### config.mk
export PLATFORM = sky130hd
export DESIGN_NAME = i2c_ctl_slave
export DESIGN_NICKNAME = d
export VERILOG_FILES = /design/src/design/i2c_ctl_pkg.sv /design/src/design/i2c_ctl_slave.sv /design/src/design/i2c_line_sync.sv /design/src/design/reg_page_mem.sv
export VERILOG_INCLUDE_DIRS = /design/src /design/src/design
export SDC_FILE = /design/constraint.sdc
export NUM_CORES = 2
export LEC_CHECK = 0
export BUFFER_PORTS_ARGS = -buffer_cell sky130_fd_sc_hd__buf_2
export CAP_MARGIN = 40
export CELL_PAD_IN_SITES_DETAIL_PLACEMENT = 0
export CELL_PAD_IN_SITES_GLOBAL_PLACEMENT = 1
export CORE_UTILIZATION = 50
export DETAILED_ROUTE_END_ITERATION = 10
export GPL_ROUTABILITY_DRIVEN = 1
export HOLD_SLACK_MARGIN = 0.02
export PLACE_DENSITY = 0.83
export SYNTH_ARGS = -nofsm -noshare
export SYNTH_HDL_FRONTEND = slang
export SYNTH_SLANG_ARGS = --single-unit
export TNS_END_PERCENT = 20
### constraint.sdc
create_clock -name clk_sys -period 4.9 [get_ports clk_sys]
set_input_delay 1.225 -clock clk_sys [delete_from_list [all_inputs] [get_ports clk_sys]]
set_output_delay 1.225 -clock clk_sys [all_outputs]
set_load 0.05 [all_outputs]
### src/design/i2c_ctl_map.svh
`ifndef I2C_CTL_MAP_SVH
`define I2C_CTL_MAP_SVH

// Fixed upper five bits of the own slave address (00110)
`define OWN_ADDR_HI5      5'h06
`define GEN_CALL_ADDR     8'h00
`define BYTE_BITS         4'h8
`define LAST_BIT          4'h7

// Register map locations
`define REG_PAGE_SEL      7'h00
`define REG_DEBUG         7'h6B
`define DEBUG_PAGE        8'h00
`define DBG_STAT_BIT      0
`define DBG_DIS_BIT       2
`define PAGE_RESET        8'h00

// Timing
`define CLK_PERIOD_NS     100
`define BUSERR_TIMEOUT_US 1000
`define BUSERR_CYCLES     (`BUSERR_TIMEOUT_US * 1000 / `CLK_PERIOD_NS)

`endif

### src/design/i2c_ctl_pkg.sv
`default_nettype none
package i2c_ctl_pkg;

	typedef enum logic [2:0] {
		ST_IDLE     = 3'h0,
		ST_ADDR     = 3'h1,
		ST_ADDR_ACK = 3'h2,
		ST_RX       = 3'h3,
		ST_RX_ACK   = 3'h4,
		ST_TX       = 3'h5,
		ST_TX_ACK   = 3'h6,
		ST_WAIT     = 3'h7
	} ctl_st_t;

	// Synchronised line levels and the events found on them
	typedef struct packed {
		logic scl;
		logic sda;
		logic sel_n;
		logic strap_hi;
		logic strap_lo;
		logic scl_rise;
		logic scl_fall;
		logic start;
		logic stop;
	} line_ev_t;

	typedef struct packed {
		ctl_st_t     st;
		logic [3:0]  cnt;
		logic [7:0]  sh;
		logic [7:0]  tx;
		logic        rw;
		logic        gc;
		logic        first;
		logic        mack;
		logic [6:0]  ptr;
		logic [7:0]  page;
		logic        det_dis;
		logic        err_stat;
		logic        err_pulse;
		logic        sda_lvl;
		logic        sda_oe;
		logic        we;
		logic [7:0]  waddr;
		logic [7:0]  wdata;
		logic [15:0] idle_cnt;
	} ctl_state_t;

endpackage
`default_nettype wire

### src/design/i2c_ctl_slave.sv
`timescale 1ns/10ps
`default_nettype none
`include "i2c_ctl_map.svh"
module i2c_ctl_slave #(
	parameter int BUSERR_CYCLES = `BUSERR_CYCLES
) (
	input  wire logic       clk_sys,
	input  wire logic       rst,
	input  wire logic       proto_sel_n,
	input  wire logic       addr_strap_high_pin,
	input  wire logic       addr_strap_low_pin,
	input  wire logic       scl_in,
	input  wire logic       sda_in,
	output var  logic       sda_out,
	output var  logic       sda_oe,
	output var  logic [7:0] active_page,
	output var  logic       bus_err_status,
	output var  logic       bus_err_det_off
);
	import i2c_ctl_pkg::*;

	localparam logic [15:0] ERR_LIM = 16'(BUSERR_CYCLES);

	line_ev_t   ev;
	ctl_state_t s_r;
	ctl_state_t s_nxt;
	logic [7:0] rdata;
	logic [6:0] own_addr;
	logic       err_fire;
	logic       quiet;

	function automatic logic [7:0] mem_idx(input logic [7:0] page,
		input logic [6:0] reg_no);
		// Only two pages exist, so the page's low bit picks the half
		mem_idx = {page[0], reg_no};
	endfunction

	function automatic logic [7:0] read_byte(input logic [7:0] mem,
		input ctl_state_t st);
		read_byte = mem;
		if (st.ptr == `REG_PAGE_SEL)
			read_byte = st.page;
		else if (st.page == `DEBUG_PAGE && st.ptr == `REG_DEBUG)
		begin
			read_byte[`DBG_STAT_BIT] = st.err_stat;
			read_byte[`DBG_DIS_BIT]  = st.det_dis;
		end
	endfunction

	i2c_line_sync u_sync (
		.clk_sys             (clk_sys),
		.rst                 (rst),
		.scl_in              (scl_in),
		.sda_in              (sda_in),
		.proto_sel_n         (proto_sel_n),
		.addr_strap_high_pin (addr_strap_high_pin),
		.addr_strap_low_pin  (addr_strap_low_pin),
		.ev                  (ev)
	);

	reg_page_mem u_mem (
		.clk_sys (clk_sys),
		.we      (s_r.we),
		.waddr   (s_r.waddr),
		.wdata   (s_r.wdata),
		.raddr   (mem_idx(s_r.page, s_r.ptr)),
		.rdata   (rdata)
	);

	assign own_addr = {`OWN_ADDR_HI5, ev.strap_hi, ev.strap_lo};
	assign err_fire = !s_r.det_dis && s_r.idle_cnt == ERR_LIM;
	assign quiet    = !ev.sel_n && !ev.start && !ev.stop && !err_fire;

	always_comb
	begin
		s_nxt           = s_r;
		s_nxt.we        = 1'b0;
		s_nxt.err_pulse = 1'b0;
		s_nxt.sda_lvl   = 1'b0;
		// A transfer that sees no clock edge for the timeout is hung
		if (ev.scl_rise || ev.scl_fall || s_r.st == ST_IDLE
			|| s_r.st == ST_WAIT)
			s_nxt.idle_cnt = 16'h0000;
		else if (s_r.idle_cnt != ERR_LIM)
			s_nxt.idle_cnt = s_r.idle_cnt + 16'h0001;
		if (ev.sel_n)
		begin
			s_nxt.st     = ST_IDLE;
			s_nxt.sda_oe = 1'b0;
		end
		else if (ev.stop)
		begin
			s_nxt.st     = ST_IDLE;
			s_nxt.sda_oe = 1'b0;
		end
		else if (ev.start)
		begin
			s_nxt.st     = ST_ADDR;
			s_nxt.cnt    = 4'h0;
			s_nxt.sda_oe = 1'b0;
		end
		else if (err_fire)
		begin
			s_nxt.st        = ST_IDLE;
			s_nxt.sda_oe    = 1'b0;
			s_nxt.err_stat  = 1'b1;
			s_nxt.err_pulse = 1'b1;
		end
		else
		begin
			unique case (s_r.st)
				ST_IDLE, ST_WAIT:
					s_nxt.cnt = 4'h0;
				ST_ADDR:
					if (ev.scl_rise)
					begin
						s_nxt.sh  = {s_r.sh[6:0], ev.sda};
						s_nxt.cnt = s_r.cnt + 4'h1;
					end
					else if (ev.scl_fall && s_r.cnt == `BYTE_BITS)
					begin
						if (s_r.sh[7:1] == own_addr)
						begin
							s_nxt.st     = ST_ADDR_ACK;
							s_nxt.sda_oe = 1'b1;
							s_nxt.rw     = s_r.sh[0];
							s_nxt.gc     = 1'b0;
						end
						else if (s_r.sh == `GEN_CALL_ADDR)
						begin
							s_nxt.st     = ST_ADDR_ACK;
							s_nxt.sda_oe = 1'b1;
							s_nxt.gc     = 1'b1;
						end
						else
							s_nxt.st = ST_WAIT;
					end
				ST_ADDR_ACK:
					if (ev.scl_fall)
					begin
						s_nxt.cnt = 4'h0;
						if (s_r.gc)
						begin
							s_nxt.st     = ST_WAIT;
							s_nxt.sda_oe = 1'b0;
						end
						else if (s_r.rw)
						begin
							s_nxt.st     = ST_TX;
							s_nxt.tx     = read_byte(rdata, s_r);
							s_nxt.sda_oe = ~s_nxt.tx[7];
							if (s_r.page == `DEBUG_PAGE && s_r.ptr == `REG_DEBUG)
								s_nxt.err_stat = 1'b0;
						end
						else
						begin
							s_nxt.st     = ST_RX;
							s_nxt.sda_oe = 1'b0;
							s_nxt.first  = 1'b1;
						end
					end
				ST_RX:
					if (ev.scl_rise)
					begin
						s_nxt.sh  = {s_r.sh[6:0], ev.sda};
						s_nxt.cnt = s_r.cnt + 4'h1;
					end
					else if (ev.scl_fall && s_r.cnt == `BYTE_BITS)
					begin
						s_nxt.st     = ST_RX_ACK;
						s_nxt.sda_oe = 1'b1;
						s_nxt.first  = 1'b0;
						if (s_r.first)
							s_nxt.ptr = s_r.sh[6:0];
						else
						begin
							s_nxt.we    = 1'b1;
							s_nxt.waddr = mem_idx(s_r.page, s_r.ptr);
							s_nxt.wdata = s_r.sh;
							s_nxt.ptr   = s_r.ptr + 7'h01;
							if (s_r.ptr == `REG_PAGE_SEL)
								s_nxt.page = s_r.sh;
							if (s_r.page == `DEBUG_PAGE && s_r.ptr == `REG_DEBUG)
								s_nxt.det_dis = s_r.sh[`DBG_DIS_BIT];
						end
					end
				ST_RX_ACK:
					if (ev.scl_fall)
					begin
						s_nxt.st     = ST_RX;
						s_nxt.sda_oe = 1'b0;
						s_nxt.cnt    = 4'h0;
					end
				ST_TX:
					if (ev.scl_fall)
					begin
						if (s_r.cnt == `LAST_BIT)
						begin
							s_nxt.st     = ST_TX_ACK;
							s_nxt.sda_oe = 1'b0;
							s_nxt.cnt    = 4'h0;
							s_nxt.ptr    = s_r.ptr + 7'h01;
						end
						else
						begin
							s_nxt.cnt    = s_r.cnt + 4'h1;
							s_nxt.tx     = {s_r.tx[6:0], 1'b0};
							s_nxt.sda_oe = ~s_r.tx[6];
						end
					end
				ST_TX_ACK:
					if (ev.scl_rise)
						s_nxt.mack = ~ev.sda;
					else if (ev.scl_fall)
					begin
						if (s_r.mack)
						begin
							s_nxt.st     = ST_TX;
							s_nxt.cnt    = 4'h0;
							s_nxt.tx     = read_byte(rdata, s_r);
							s_nxt.sda_oe = ~s_nxt.tx[7];
							if (s_r.page == `DEBUG_PAGE && s_r.ptr == `REG_DEBUG)
								s_nxt.err_stat = 1'b0;
						end
						else
						begin
							s_nxt.st     = ST_WAIT;
							s_nxt.sda_oe = 1'b0;
						end
					end
			endcase
		end
	end

	always_ff @(posedge clk_sys)
	begin
		if (rst)
			s_r <= '0;
		else
			s_r <= s_nxt;
	end

	assign sda_out         = s_r.sda_lvl;
	assign sda_oe          = s_r.sda_oe;
	assign active_page     = s_r.page;
	assign bus_err_status  = s_r.err_stat;
	assign bus_err_det_off = s_r.det_dis;

	a_spi_quiet: assert property (@(posedge clk_sys) disable iff (rst)
		ev.sel_n |=> !s_r.sda_oe && s_r.st == ST_IDLE)
		else $error("port active while protocol select is high");

	a_stop_idle: assert property (@(posedge clk_sys) disable iff (rst)
		(!ev.sel_n && ev.stop) |=> s_r.st == ST_IDLE && !s_r.sda_oe)
		else $error("stop did not return to idle");

	a_start_addr: assert property (@(posedge clk_sys) disable iff (rst)
		(!ev.sel_n && !ev.stop && ev.start)
		|=> s_r.st == ST_ADDR && s_r.cnt == 4'h0)
		else $error("start did not restart address decoding");

	a_addr_match: assert property (@(posedge clk_sys) disable iff (rst)
		(quiet && s_r.st == ST_ADDR && ev.scl_fall && s_r.cnt == `BYTE_BITS
		&& s_r.sh[7:1] == own_addr) |=> s_r.st == ST_ADDR_ACK && s_r.sda_oe)
		else $error("own address not acknowledged");

	a_gcall_ack: assert property (@(posedge clk_sys) disable iff (rst)
		(quiet && s_r.st == ST_ADDR && ev.scl_fall && s_r.cnt == `BYTE_BITS
		&& s_r.sh == `GEN_CALL_ADDR) |=> s_r.sda_oe ##1 s_r.gc)
		else $error("general call not acknowledged");

	a_foreign_addr: assert property (@(posedge clk_sys) disable iff (rst)
		(quiet && s_r.st == ST_ADDR && ev.scl_fall && s_r.cnt == `BYTE_BITS
		&& s_r.sh[7:1] != own_addr && s_r.sh != `GEN_CALL_ADDR)
		|=> s_r.st == ST_WAIT && !s_r.sda_oe)
		else $error("foreign address not ignored");

	a_drive_clock_low: assert property (@(posedge clk_sys) disable iff (rst)
		$rose(s_r.sda_oe) |-> !$past(ev.scl) && !s_r.sda_lvl)
		else $error("data pulled low while clock high");

	a_write_incr: assert property (@(posedge clk_sys) disable iff (rst)
		s_r.we |-> s_r.ptr == 7'(s_r.waddr[6:0] + 7'h01)
		&& s_r.waddr[7] == $past(s_r.page[0]))
		else $error("write pointer did not advance");

	a_read_next: assert property (@(posedge clk_sys) disable iff (rst)
		(quiet && s_r.st == ST_TX_ACK && ev.scl_fall && s_r.mack)
		|=> s_r.st == ST_TX && s_r.cnt == 4'h0 && s_r.sda_oe == ~s_r.tx[7])
		else $error("next read byte not sent after acknowledge");

	a_nack_release: assert property (@(posedge clk_sys) disable iff (rst)
		(quiet && s_r.st == ST_TX_ACK && ev.scl_fall && !s_r.mack)
		|=> s_r.st == ST_WAIT && !s_r.sda_oe)
		else $error("data not released after not-acknowledge");

	a_err_release: assert property (@(posedge clk_sys) disable iff (rst)
		(err_fire && !ev.sel_n && !ev.start && !ev.stop)
		|=> s_r.st == ST_IDLE && !s_r.sda_oe && s_r.err_stat && s_r.err_pulse)
		else $error("hung bus not released");

	a_err_disabled: assert property (@(posedge clk_sys) disable iff (rst)
		s_r.det_dis && $past(s_r.det_dis) |-> !s_r.err_pulse)
		else $error("disabled detector still fired");

	c_reg_write: cover property (@(posedge clk_sys) disable iff (rst)
		s_r.we);
	c_read_burst: cover property (@(posedge clk_sys) disable iff (rst)
		s_r.st == ST_TX_ACK && ev.scl_fall && s_r.mack);
	c_restart: cover property (@(posedge clk_sys) disable iff (rst)
		ev.start && s_r.st != ST_IDLE && !ev.sel_n);
	c_bus_error: cover property (@(posedge clk_sys) disable iff (rst)
		s_r.err_pulse);
endmodule
`default_nettype wire

### src/design/i2c_line_sync.sv
`timescale 1ns/10ps
`default_nettype none
module i2c_line_sync (
	input  wire logic                 clk_sys,
	input  wire logic                 rst,
	input  wire logic                 scl_in,
	input  wire logic                 sda_in,
	input  wire logic                 proto_sel_n,
	input  wire logic                 addr_strap_high_pin,
	input  wire logic                 addr_strap_low_pin,
	output var  i2c_ctl_pkg::line_ev_t ev
);
	import i2c_ctl_pkg::*;

	typedef struct packed {
		logic [4:0] s1;
		logic [4:0] s2;
		logic [1:0] s3;
	} sync_state_t;

	sync_state_t s_r;
	sync_state_t s_nxt;

	// Only the second stage and the delayed copy feed any logic
	always_comb
	begin
		s_nxt    = s_r;
		s_nxt.s1 = {scl_in, sda_in, proto_sel_n, addr_strap_high_pin,
			addr_strap_low_pin};
		s_nxt.s2 = s_r.s1;
		s_nxt.s3 = s_r.s2[4:3];
	end

	always_ff @(posedge clk_sys)
	begin
		// Idle bus levels, so no false clock edge or START follows reset
		if (rst)
			s_r <= '{s1: 5'h18, s2: 5'h18, s3: 2'h3};
		else
			s_r <= s_nxt;
	end

	always_comb
	begin
		ev.scl      = s_r.s2[4];
		ev.sda      = s_r.s2[3];
		ev.sel_n    = s_r.s2[2];
		ev.strap_hi = s_r.s2[1];
		ev.strap_lo = s_r.s2[0];
		ev.scl_rise = s_r.s2[4] & ~s_r.s3[1];
		ev.scl_fall = ~s_r.s2[4] & s_r.s3[1];
		ev.start    = s_r.s2[4] & s_r.s3[1] & s_r.s3[0] & ~s_r.s2[3];
		ev.stop     = s_r.s2[4] & s_r.s3[1] & ~s_r.s3[0] & s_r.s2[3];
	end
endmodule
`default_nettype wire

### src/design/reg_page_mem.sv
`timescale 1ns/10ps
`default_nettype none
module reg_page_mem (
	input  wire logic       clk_sys,
	input  wire logic       we,
	input  wire logic [7:0] waddr,
	input  wire logic [7:0] wdata,
	input  wire logic [7:0] raddr,
	output var  logic [7:0] rdata
);
	// Two pages of 128 bytes; contents are undefined until written
	logic [7:0] mem_r [0:255];

	always_ff @(posedge clk_sys)
	begin
		if (we)
			mem_r[waddr] <= wdata;
		rdata <= mem_r[raddr];
	end
endmodule
`default_nettype wire

==> results.toml <==
[detailed_routing]
dr_wl_met3_um = 23900
drt-met1-wl_um = 79800
drt-total-wl_um = 216000
drt_iter0_markers = 6607
wl_met2_um = 103000
drc = 0
routed.top_layer = "met5"
firstDrtPassIters = 8
wl_per_cell_um = 31.7
viasPerCell = 6.49
num_vias = 44100
antenna_left = 0

[status]
status = "finished, final reports clean"

[clocking]
ctsResizeCount = 0
clockBufferDepth = 3
cts_sinks = 2145
cts_tree = "done"
htreeDepth = 4
cts_hold_buf = 0
cts_setup_buffers = 0
cts_buffers = 202
clk_latency_ns = 0.88
clk_pin_slew_worst_paths_ns = 0.06
root_buffer = "clkbuf_16"

[layout]
layout-drive-gt1-share = 0.214
fin_nets = 4429
nFillCells = 12200
final_cells = 6791
register_area_mm2 = 0.0635
area_delta_synth_final_pct = 11.4
multi_input_area_mm2 = 0.0192

[hold_path]
hp-class = "register to register"
min_to = "u_sync.ev[8]$_SDFF_PP1_"
hold_depth = 1
min_from = "u_sync.s_nxt[6]$_SDFF_PP1_"

[yosys]
synthesis.area_mm2 = 0.0843
async_flop_share = 0
synth_nets = 4297
yosysSeqAreaShare = 0.753
syn_area_per_cell_um2 = 19.7
synth_cell_types = 74
yosys_register_bits = 2145
synth_flop_cell = "edfxtp_1"
synth.yosys.warnings = 0
synth_edf_count = 2048
synthCells = 4281

[sta]
post-route-period-util = 0.849
tns_ns = 0
drv_slew = 0
skew_ns = 0.0582
min_period_ns = 4.16
final-hold-violation-count = 0
fin_ws_ns = 0.739
max-slew-margin-rel = 0.208
worstMarginPinSlew_ns = 1.19
hold_ws_ns = 0.428
max_freq_ghz = 0.240
setup_viol = 0
rsz0062_at_grt = "false"

[power_and_ir_drop]
combPwrFrac = 0.001
max-vdd-ir-drop_v = 0.000448
netSwitchingPower_w = 0.00683
p_sw_frac = 0.194
p_leak_nw = 29.1
p_int_w = 0.0283
p_seq_frac = 0.562
pwr-share-clk = 0.437
power_density_mw_per_mm2 = 374

[setup_path]
r2r_start = "s_r[46]$_SDFFE_PP0P_"
worstPathMaxFanout = 33
start_kind = "register"
critical_path_arrival_ns = 4.88
cp-startpoint = "s_r[46]$_SDFFE_PP0P_"
crit_required_ns = 5.62
r2r_slack_ns = 0.74
setup.worst_path.class = "register to register"
cp-end-kind = "register"
ff2ff_path_depth = 7
worstReg2RegEnd = "u_mem.rdata[1]$_DFF_P_"

[run]
maxCapViolCount = 0

[placement]
dp_worst_setup_slack_ns = 0.831
gp_congestion = 0.865
numPlacedInstances = 6411
io_buffers = 17
dpl.hpwl_um = 129000

[global_routing]
grt_pass1_wl_um = 310000
grt_pass1_vias = 42900
grt_max_degree = 197
antenna_found_initial = 10
grt.overflow.total = 0
global_route.usage.total = 0.255

[die]
initial_core_util = 0.504
core_mm2 = 0.167
dieArea_mm2 = 0.170
num_rows = 150
die_w_um = 413
ioPinCount = 19
die_y_um = 413
==> cell usage after synthesis, types with 10 or more instances <==
master	n	area [µm²]
buf_4	33	248
o21ai_0	52	260
o211ai_1	11	82.6
buf_1	13	48.8
nand2_1	143	537
o221ai_1	16	140
a21oi_1	111	556
mux2i_1	248	2480
xor2_1	11	96.3
buf_8	11	165
a22oi_1	43	323
nand3_1	44	220
nor2_1	368	1380
clkbuf_1	135	507
buf_6	29	327
inv_1	22	82.6
and2_1	10	62.6
a21o_1	22	165
a222oi_1	10	100
a31oi_1	19	119
nand4_1	24	150
a221oi_1	31	272
dfxtp_1	97	1940
mux4_2	472	10600
buf_2	47	235
o22ai_1	16	100
nor2b_1	26	163
edfxtp_1	2048	61500
a211oi_1	14	105
nor3_1	17	85.1
==> metal layers <==
layer  GRT usage  vias to the layer above
met5           0                        -
met4       0.100                       18
met3      0.0565                      466
met2       0.399                     2960
met1       0.351                    22900
li1            -                    17800
==> power groups by stage <==
stage	combinational [W]	sequential, W	clock [W]
finish	0.0000346	0.0198	0.0153
global route	0.0000386	0.0197	0.0161
CTS	0.0000347	0.0198	0.0155
detailed placement	0.0000346	0.0202	0
global placement	0.0000348	0.0202	0
floorplan	0.0000263	0.0202	0
==> state kept, by name, summed over array words and instances (netlist names) <==
signal / count
bus_err_det_off: 1
u_sync.s_nxt: 5
bus_err_status: 1
s_r: 66
u_mem.mem_r: 2048
u_sync.s_r: 2
u_mem.rdata: 8
u_sync.ev: 5
sda_oe: 1
active_page: 8
==> how the worst max path moves through the flow <==
| stage | cells past startpoint | to |
|---|---|---|
| 6_report | 7 | u_mem.rdata[1]$_DFF_P_ |
| 5_1_grt | 7 | u_mem.rdata[1]$_DFF_P_ |
| 4_1_cts | 7 | u_mem.rdata[1]$_DFF_P_ |
| 3_5_place_dp | 7 | u_mem.rdata[1]$_DFF_P_ |
| 3_3_place_gp | 7 | u_mem.rdata[1]$_DFF_P_ |
| 2_1_floorplan | 0 | u_mem.mem_r[0][0]$_DFFE_PP_ |
==> layout by cell type (no fill, tap or decap), drive strengths merged, types with 8 or more instances in the layout <==
master	n
edfxtp	2048
mux4	474
nor2	369
clkbuf	267
mux2i	248
buf	198
nand2	143
a21oi	111
dfxtp	97
clkinv	87
o21ai	56
nand3	44
a22oi	43
a221oi	32
inv	29
nor2b	26
nand4	24
a21o	22
a31oi	19
nor3	17
o221ai	16
o22ai	16
a211oi	14
bufinv	13
o211ai	11
xor2	11
and2	11
a222oi	10
nor4	9
or3	9
ha	9
or4	8
or2	8
==> critical path, stage by stage, from the launching register on <==
cell,delay [ns]
dfxtp_4,0.90
buf_12,0.35
buf_4,0.53
mux4_2,0.58
a222oi_1,0.84
nor2_1,0.15
nor4_1,0.55
a311oi_1,0.08
==> cell type report <==
| class | count | share of cell area |
|---|---|---|
| Tap cell | 2204 | 0.0294 |
| Antenna cell | 3 | 0.0000800 |
| Timing Repair Buffer | 198 | 0.0196 |
| Multi-Input combinational cell | 1842 | 0.204 |
| Sequential cell | 2145 | 0.676 |
| Clock buffer | 267 | 0.0579 |
| Clock inverter | 108 | 0.0111 |
| Inverter | 24 | 0.00101 |
==> kinds of logic after synthesis <==
family,count (synthesis),share of synthesized area
AND/OR/NAND/NOR,688,0.0354
buffers and inverters,294,0.0197
AO/OA/AOI/OAI,407,0.0327
flip-flops,2145,0.753
XOR/XNOR,14,0.00146
multiplexers,723,0.156
other,1,0.0000445
adder cells (fa/ha/maj),9,0.00134
==> through the flow <==
stage,area [µm²],utilization,total power (W)
6_report,93900,0.561,0.0351
5_1_grt,93900,0.561,0.0359
4_1_cts,93800,0.561,0.0353
3_5_place_dp,87300,0.522,0.0202
3_3_place_gp,86800,0.519,0.0202
2_1_floorplan,84300,-,0.0202
(Power assumes the default switching activity.)
